$ cat src/logic/exc_vec_map.svh
// offsets, field positions, reset values, vector numbers and timing counts
`ifndef EXC_VEC_MAP_SVH
`define EXC_VEC_MAP_SVH

`define TMR_MCR_OFS 16'hf900
`define TMR_ICR_OFS 16'hf904
`define MOD_STRIDE 16'h0040
`define STATUS_OFS 16'hf9f0

`define MCR_ARB_LSB 0
`define ICR_HP_LSB 0
`define ICR_BASE_LSB 4
`define ICR_LVL_LSB 8

`define MCR_ARB_RST 4'h0
`define ICR_HP_RST 4'h0
`define ICR_BASE_RST 4'h0
`define ICR_LVL_RST 3'h0

`define VEC_RESET_BANKS 8'h00
`define VEC_FIRST_EXC 8'h04
`define VEC_UNINIT 8'h0f
`define VEC_AUTO_BASE 8'h10
`define VEC_SPURIOUS 8'h18
`define VEC_FIRST_USER 8'h38
`define MIN_USER_BASE 4'h4
`define RESET_WORDS 2'h3

`define CLK_PERIOD_NS 100
`define ACK_TIMEOUT_NS 1600
`define ACK_TIMEOUT_CYC ((`ACK_TIMEOUT_NS) / (`CLK_PERIOD_NS))

`endif

$ cat src/logic/exc_vec_pkg.sv
// types shared by the exception vector dispatch logic
package exc_vec_pkg;
   typedef enum logic [2:0] {
      s_fetch,
      s_fetch_strobe,
      s_fetch_load,
      s_idle,
      s_ack
   } dispatch_state_t;
endpackage

$ cat src/logic/exception_vector_dispatch.sv
// exception vector dispatch: reset fetch, fixed vectors, arbitration and acknowledge
//
// The plain strobed port was left to the implementer.
`timescale 1ns/1ps
`include "exc_vec_map.svh"
module exception_vector_dispatch #(
   parameter int N_MOD = 2,
   parameter logic [3:0] EXT_ARB = 4'h0
) (
   input wire logic ref_clk,
   input wire logic rst,
   input wire logic [15:0] reg_addr,
   input wire logic [15:0] reg_wdata,
   input wire logic reg_wr,
   input wire logic reg_rd,
   output logic [15:0] reg_rdata,
   input wire logic [N_MOD-1:0] mod_req_n,
   input wire logic [7:1] ext_irq_n,
   input wire logic internal_ack_line,
   input wire logic [3:0] ack_src,
   input wire logic autovector_response_n,
   input wire logic ext_vec_valid,
   input wire logic [7:0] ext_vec,
   input wire logic [4:0] exc_req,
   input wire logic [2:0] ipl_mask,
   input wire logic [15:0] mem_data,
   output logic mem_rd,
   output logic mem_prog,
   output logic [8:0] mem_addr,
   output logic [15:0] ext_banks,
   output logic [15:0] init_pc,
   output logic [15:0] init_sp,
   output logic [15:0] direct_page_index,
   output logic reset_done,
   output logic irq_pending,
   output logic [2:0] irq_level,
   output logic iack_cycle,
   output logic [2:0] iack_level,
   output logic [3:0] iack_arb,
   output logic vec_valid,
   output logic [7:0] vec_num,
   output logic [8:0] vec_addr,
   output exc_vec_pkg::dispatch_state_t state
);
   import exc_vec_pkg::*;

   localparam int MW = (N_MOD > 1) ? $clog2(N_MOD) : 1;
   localparam int TIMEOUT = `ACK_TIMEOUT_CYC;

   logic [3:0] arb_q [N_MOD];
   logic [2:0] lvl_q [N_MOD];
   logic [3:0] base_q [N_MOD];
   logic [3:0] hp_q [N_MOD];
   logic [15:0] next_rdata;
   logic [1:0] fetch_idx;
   logic [7:0] ack_cnt;
   logic win_int;
   logic [MW-1:0] win_mod;
   logic best_hit;
   logic best_int;
   logic [MW-1:0] best_mod;
   logic [2:0] best_lvl;
   logic [3:0] best_arb;
   logic [7:0] exc_num;
   logic ack_timeout;

   // unassigned or reset bases give the uninitialized vector
   function automatic logic [7:0] module_vector(input logic [3:0] base, input logic [3:0] hp,
                                                input logic [3:0] src);
      logic [7:0] ofs;
      ofs = (src == hp) ? 8'h00 : {4'h0, src} + 8'h01;
      if (base < `MIN_USER_BASE)
         return `VEC_UNINIT;
      return {base, 4'h0} + ofs;
   endfunction

   // per-module configuration registers, strided from the timer's pair
   for (genvar k = 0; k < N_MOD; k++)
   begin : g_mod
      localparam logic [15:0] MCR_A = 16'(`TMR_MCR_OFS + k * `MOD_STRIDE);
      localparam logic [15:0] ICR_A = 16'(`TMR_ICR_OFS + k * `MOD_STRIDE);
      always_ff @(posedge ref_clk or posedge rst)
      begin
         if (rst)
         begin
            arb_q[k] <= `MCR_ARB_RST;
            lvl_q[k] <= `ICR_LVL_RST;
            base_q[k] <= `ICR_BASE_RST;
            hp_q[k] <= `ICR_HP_RST;
         end
         else if (reg_wr && reg_addr == MCR_A)
            arb_q[k] <= reg_wdata[`MCR_ARB_LSB +: 4];
         else if (reg_wr && reg_addr == ICR_A)
         begin
            lvl_q[k] <= reg_wdata[`ICR_LVL_LSB +: 3];
            base_q[k] <= reg_wdata[`ICR_BASE_LSB +: 4];
            hp_q[k] <= reg_wdata[`ICR_HP_LSB +: 4];
         end
      end
   end

   always_comb
   begin
      next_rdata = 16'h0000;
      if (reg_rd && reg_addr == `STATUS_OFS)
         next_rdata = {vec_num, reset_done, iack_cycle, 2'h0, irq_pending, irq_level};
      for (int k = 0; k < N_MOD; k++)
      begin
         if (reg_rd && reg_addr == 16'(`TMR_MCR_OFS + k * `MOD_STRIDE))
            next_rdata = {12'h000, arb_q[k]};
         if (reg_rd && reg_addr == 16'(`TMR_ICR_OFS + k * `MOD_STRIDE))
            next_rdata = {5'h00, lvl_q[k], base_q[k], hp_q[k]};
      end
   end

   // read data stand for one cycle only; unmapped reads return zero
   always_ff @(posedge ref_clk or posedge rst)
   begin
      if (rst)
         reg_rdata <= 16'h0000;
      else
         reg_rdata <= next_rdata;
   end

   // highest level wins, arbitration only splits equal levels
   always_comb
   begin
      best_hit = 1'b0;
      best_int = 1'b0;
      best_mod = '0;
      best_lvl = 3'h0;
      best_arb = 4'h0;
      for (int k = 0; k < N_MOD; k++)
      begin
         if (!mod_req_n[k] && lvl_q[k] != 3'h0
             && (lvl_q[k] > ipl_mask || lvl_q[k] == 3'h7)
             && (!best_hit || {lvl_q[k], arb_q[k]} > {best_lvl, best_arb}))
         begin
            best_hit = 1'b1;
            best_int = 1'b1;
            best_mod = MW'(k);
            best_lvl = lvl_q[k];
            best_arb = arb_q[k];
         end
      end
      for (int l = 1; l < 8; l++)
      begin
         if (!ext_irq_n[l] && (3'(l) > ipl_mask || l == 7)
             && (!best_hit || {3'(l), EXT_ARB} > {best_lvl, best_arb}))
         begin
            best_hit = 1'b1;
            best_int = 1'b0;
            best_mod = '0;
            best_lvl = 3'(l);
            best_arb = EXT_ARB;
         end
      end
   end

   // lowest index is the most urgent fixed exception
   always_comb
   begin
      exc_num = `VEC_FIRST_EXC;
      for (int i = 4; i >= 0; i--)
         if (exc_req[i])
            exc_num = `VEC_FIRST_EXC + 8'(i);
   end

   always_ff @(posedge ref_clk or posedge rst)
   begin
      if (rst)
      begin
         irq_pending <= 1'b0;
         irq_level <= 3'h0;
      end
      else
      begin
         irq_pending <= best_hit;
         irq_level <= best_lvl;
      end
   end

   // acknowledge wait is bounded so a vanished source cannot hang the bus
   always_ff @(posedge ref_clk or posedge rst)
   begin
      if (rst)
         ack_cnt <= 8'h00;
      else if (state == s_ack)
         ack_cnt <= ack_cnt + 8'h01;
      else
         ack_cnt <= 8'h00;
   end
   assign ack_timeout = (ack_cnt == 8'(TIMEOUT - 1));

   always_ff @(posedge ref_clk or posedge rst)
   begin
      if (rst)
      begin
         state <= s_fetch;
         fetch_idx <= 2'h0;
         mem_rd <= 1'b0;
         mem_prog <= 1'b0;
         mem_addr <= 9'h000;
         ext_banks <= 16'h0000;
         init_pc <= 16'h0000;
         init_sp <= 16'h0000;
         direct_page_index <= 16'h0000;
         reset_done <= 1'b0;
         iack_cycle <= 1'b0;
         iack_level <= 3'h0;
         iack_arb <= 4'h0;
         win_int <= 1'b0;
         win_mod <= '0;
         vec_valid <= 1'b0;
         vec_num <= 8'h00;
         vec_addr <= 9'h000;
      end
      else
      begin
         vec_valid <= 1'b0;
         unique case (state)
            s_fetch:
            begin
               mem_rd <= 1'b1;
               mem_prog <= 1'b1;
               mem_addr <= {6'h00, fetch_idx, 1'b0} + {1'b0, `VEC_RESET_BANKS};
               state <= s_fetch_strobe;
            end
            s_fetch_strobe:
            begin
               mem_rd <= 1'b0;
               state <= s_fetch_load;
            end
            s_fetch_load:
            begin
               unique case (fetch_idx)
                  2'h0: ext_banks <= mem_data;
                  2'h1: init_pc <= mem_data;
                  2'h2: init_sp <= mem_data;
                  2'h3: direct_page_index <= mem_data;
               endcase
               mem_prog <= 1'b0;
               fetch_idx <= fetch_idx + 2'h1;
               if (fetch_idx == `RESET_WORDS)
               begin
                  reset_done <= 1'b1;
                  state <= s_idle;
               end
               else
                  state <= s_fetch;
            end
            s_idle:
            begin
               if (exc_req != 5'h00)
               begin
                  vec_valid <= 1'b1;
                  vec_num <= exc_num;
                  vec_addr <= {exc_num, 1'b0};
               end
               else if (best_hit && !vec_valid)
               begin
                  iack_cycle <= 1'b1;
                  iack_level <= best_lvl;
                  iack_arb <= best_arb;
                  win_int <= best_int;
                  win_mod <= best_mod;
                  state <= s_ack;
               end
            end
            s_ack:
            begin
               if (win_int && internal_ack_line)
               begin
                  vec_num <= module_vector(base_q[win_mod], hp_q[win_mod], ack_src);
                  vec_addr <= {module_vector(base_q[win_mod], hp_q[win_mod], ack_src), 1'b0};
               end
               else if (!win_int && !internal_ack_line && !autovector_response_n)
               begin
                  vec_num <= `VEC_AUTO_BASE + {5'h00, iack_level};
                  vec_addr <= {`VEC_AUTO_BASE + {5'h00, iack_level}, 1'b0};
               end
               else if (!win_int && !internal_ack_line && ext_vec_valid)
               begin
                  vec_num <= (ext_vec < `VEC_FIRST_USER) ? `VEC_UNINIT : ext_vec;
                  vec_addr <= {((ext_vec < `VEC_FIRST_USER) ? `VEC_UNINIT : ext_vec), 1'b0};
               end
               else
               begin
                  vec_num <= `VEC_SPURIOUS;
                  vec_addr <= {`VEC_SPURIOUS, 1'b0};
               end
               if (internal_ack_line || !autovector_response_n || ext_vec_valid || ack_timeout)
               begin
                  vec_valid <= 1'b1;
                  iack_cycle <= 1'b0;
                  state <= s_idle;
               end
            end
         endcase
      end
   end
endmodule

$ cat config.mk
export PLATFORM = sky130hd
export DESIGN_NAME = exception_vector_dispatch
export DESIGN_NICKNAME = d
export VERILOG_FILES = /design/src/logic/exc_vec_pkg.sv /design/src/logic/exception_vector_dispatch.sv
export VERILOG_INCLUDE_DIRS = /design/src /design/src/logic
export SDC_FILE = /design/constraint.sdc
export NUM_CORES = 1
export LEC_CHECK = 0
export BUFFER_PORTS_ARGS = -buffer_cell sky130_fd_sc_hd__buf_2
export CORE_UTILIZATION = 56
export DETAILED_ROUTE_END_ITERATION = 10
export PLACE_DENSITY = 0.88
export SYNTH_ARGS = -nofsm -noshare
export SYNTH_HDL_FRONTEND = slang
export SYNTH_SLANG_ARGS = --single-unit
$ cat constraint.sdc
create_clock -name ref_clk -period 13.7 [get_ports ref_clk]
set_input_delay 2.74 -clock ref_clk [delete_from_list [all_inputs] [get_ports ref_clk]]
set_output_delay 2.74 -clock ref_clk [all_outputs]
set_load 0.02 [all_outputs]
==> run summary <==
r2r worst-path depth -> 15
HPWL after detailed placement -> 12960 µm
Sum Neg Setup Slack -> 0 ns
final setup violating endpoints -> 0
final count of hold timing violations -> 0
core footprint -> 12670 µm²
Num CTS Buffers -> 17
max incr delay on CP -> 0.62 ns
Max Cap Viol -> 0
area grow syn2layout -> 22.05%
RR Startpoint -> lvl_q[3]
worst-path fanout max -> 12
antenna violations before repair -> 1
global-route wire length before repair -> 27550 µm
largest cells by area after synthesis -> dfrtp_1 (52%), mux2_2 (15%), ha_1 (3.6%)
critical path's slowest cell -> a2111oi_4
RSZ-0062 raised after global routing -> no
CP Buf/Inv Count -> 2
# DRC -> 0
Worst VDD drop -> 0.1653 mV
placed instance area -> 8324 µm²
Port Buf Inserts -> 195
Final ANT Viol Nets -> 0
Yosys cell types -> 65
Post-synth ARST share -> 1.000
Hold WS -> 0.4641 ns
delay-heaviest family, CP -> compound AO/OA/AOI/OAI gates
Synth Register Bits -> 151
top cell type's share of synthesized area -> 0.5166
nets -> 921
num rows -> 41
via count -> 5703
stages on the worst setup path -> 16
H-tree depth -> 4
DRT Pass-1 Iters -> 5
Initial Util -> 0.5773
post-cts hold buffer count -> 0
share of layout cells above drive strength 1 -> 0.4150
RR Endpoint -> iack_arb[3]
Final Cell Area -> 8927 µm²
Crit. Startpoint -> ipl_mask[2]
drt total wl -> 18170 µm
total die area -> 13520 µm²
RD Place Congestion -> 0.8976
skew final -> 0.006217 ns
Worst-Margin Slew -> 1.191 ns
Tcrit/Tclk final -> 0.4822
post_cts resized -> 0
end point of the critical path -> iack_arb[3]
clk_lat worst skew -> 0.43 ns
Reg clk slew, reported paths -> 0.06 ns
Synth Cell Area -> 7315 µm²
# fillers -> 921
crit path time final -> 6.606 ns
Crit. End Element -> flip-flop
Die Wd -> 116.3 µm
leading area contributor after synthesis -> dfrtp_1
r2r setup slk -> 9.20 ns
GRT overflow -> 0
cell count after synthesis -> 632
CTS root buffer -> clkbuf_16
EDFF count, synth -> 0
Most used DFF post-synth -> dfrtp_1
Hold Crit Class -> flip-flop to flip-flop
cells along the critical path -> buf_2 > inv_1 > ha_1 > and3_1 > a221o_1 > o21ai_2 > nand2_1 > ha_1 > and4_1 > a21boi_1 > o31ai_4 > a21oi_2 > a21o_2 > o21ai_0 > a2111oi_4 > o31ai_1
area of the multi-input gates -> 3252 µm²
leakage -> 0.004385 µW
Critical Path RT -> 13.98 ns
total track usage -> 0.2738
Initial DRC Count -> 419
Startpoint Class -> input pin
fin cells -> 1003
pre-CTS setup slack -> 6.769 ns
Worst EP arrival -> 6.89 ns
YS warnings -> 0
clk buf depth -> 2
most frequent cell after synthesis -> dfrtp_1
setup ws final -> 7.094 ns
total power divided by cell area -> 187.0 nW/µm²
largest net degree at the start of global routing -> 84
DR WL/cell -> 18.11 µm
Post-CTS Setup Inserts -> 0
cell mode on critical path -> ha_1
FF+latch area -> 3779 µm²
clk sinks -> 151
number of global-route vias before repair -> 5471
die height -> 116.3 µm
post-placement cell count -> 969
Crit Path Category -> input pin to flip-flop
final slew viol count -> 0
syn_area_per_cell -> 11.57 µm²
Ports -> 209
DR vias/cell -> 5.686
status -> finished, final reports clean
Slew HR -> 0.2033
post-synthesis sequential area ratio -> 0.5166
f_max -> 151.4 MHz
CTS tree -> built
top cells by count, synth -> dfrtp_1 (151), mux2_2 (96), nand2_1 (52), nor2_1 (39), o21ai_0 (27)
-- cell type report --
| cell class | instances | area share |
|---|---|---|
| multi-input combinational | 427 | 0.3643 |
| antenna | 2 | 0.0005606 |
| clock buffer | 19 | 0.05074 |
| timing repair buffer | 197 | 0.1110 |
| clock inverter | 13 | 0.01626 |
| tap | 172 | 0.02411 |
| sequential | 151 | 0.4233 |
| inverter | 22 | 0.009811 |
-- flip-flops by register name (all words and copies together) (netlist names), 16 cells and up --
register,cells
direct_page_index,16
init_pc,16
ext_banks,16
init_sp,16
reg_rdata,16
-- metrics by stage --
step / power, µW / util
after floorplan: 1012 / -
after global placement: 1183 / 0.6570
after detailed placement: 1208 / 0.6570
after CTS: 1680 / 0.7042
after global routing: 1750 / 0.7044
final: 1669 / 0.7046
-- report_power, final --
| part | switching [µW] | internal (µW) |
|---|---|---|
| clock network | 187 | 279 |
| logic | 333 | 222 |
| registers | 78.7 | 570 |
| total | 599 | 1070 |
-- logic make-up (layout without fill, tap and decap cells) --
kind of cell             count (synthesis)  in the layout  synth area share
AO/OA/AOI/OAI                          114            114            0.1189
XOR/XNOR                                13             13           0.01557
adder cells (fa/ha/maj)                 21             21           0.03592
buffers and inverters                   61            251           0.04242
flip-flops                             151            151            0.5166
multiplexers                           103            103            0.1574
other                                    1             10         0.0005127
AND/OR/NAND/NOR                        168            168            0.1127
-- worst min-delay path by stage --
stage               startpoint    endpoint  slack (ns)  cells after the start
detailed placement  ack_cnt[0]  ack_cnt[0]        0.46                      1
CTS                 ack_cnt[0]  ack_cnt[0]        0.47                      1
finish              ack_cnt[0]  ack_cnt[0]        0.46                      1
floorplan           ack_cnt[0]  ack_cnt[0]        0.43                      1
global placement    ack_cnt[0]  ack_cnt[0]        0.45                      1
global route        ack_cnt[0]  ack_cnt[0]        0.48                      1
-- cell usage in the layout (no fill, tap or decap), types with 5 or more instances in the layout --
master	count
buf_2	195
dfrtp_1	151
ha_1	21
xnor2_1	9
a22oi_1	5
nor2_1	39
nand3_1	19
and3_1	5
clkbuf_16	17
a222oi_1	9
mux2_2	96
and2_1	13
o21ai_0	27
nand2_1	52
a21oi_1	24
o31ai_1	7
mux2i_1	7
inv_1	21
conb_1	8
nor3_1	8
-- per-layer routing --
| layer | wire length (µm) | vias to the layer above | track usage |
|---|---|---|---|
| met2 | 9211 | 235 | 0.4513 |
| met4 | 345 | 0 | 0.09829 |
| met1 | 7293 | 2821 | 0.3482 |
| met3 | 1316 | 25 | 0.07369 |
| met5 | 0 | - | 0 |
| li1 | - | 2622 | - |
(Power assumes the default switching activity.)
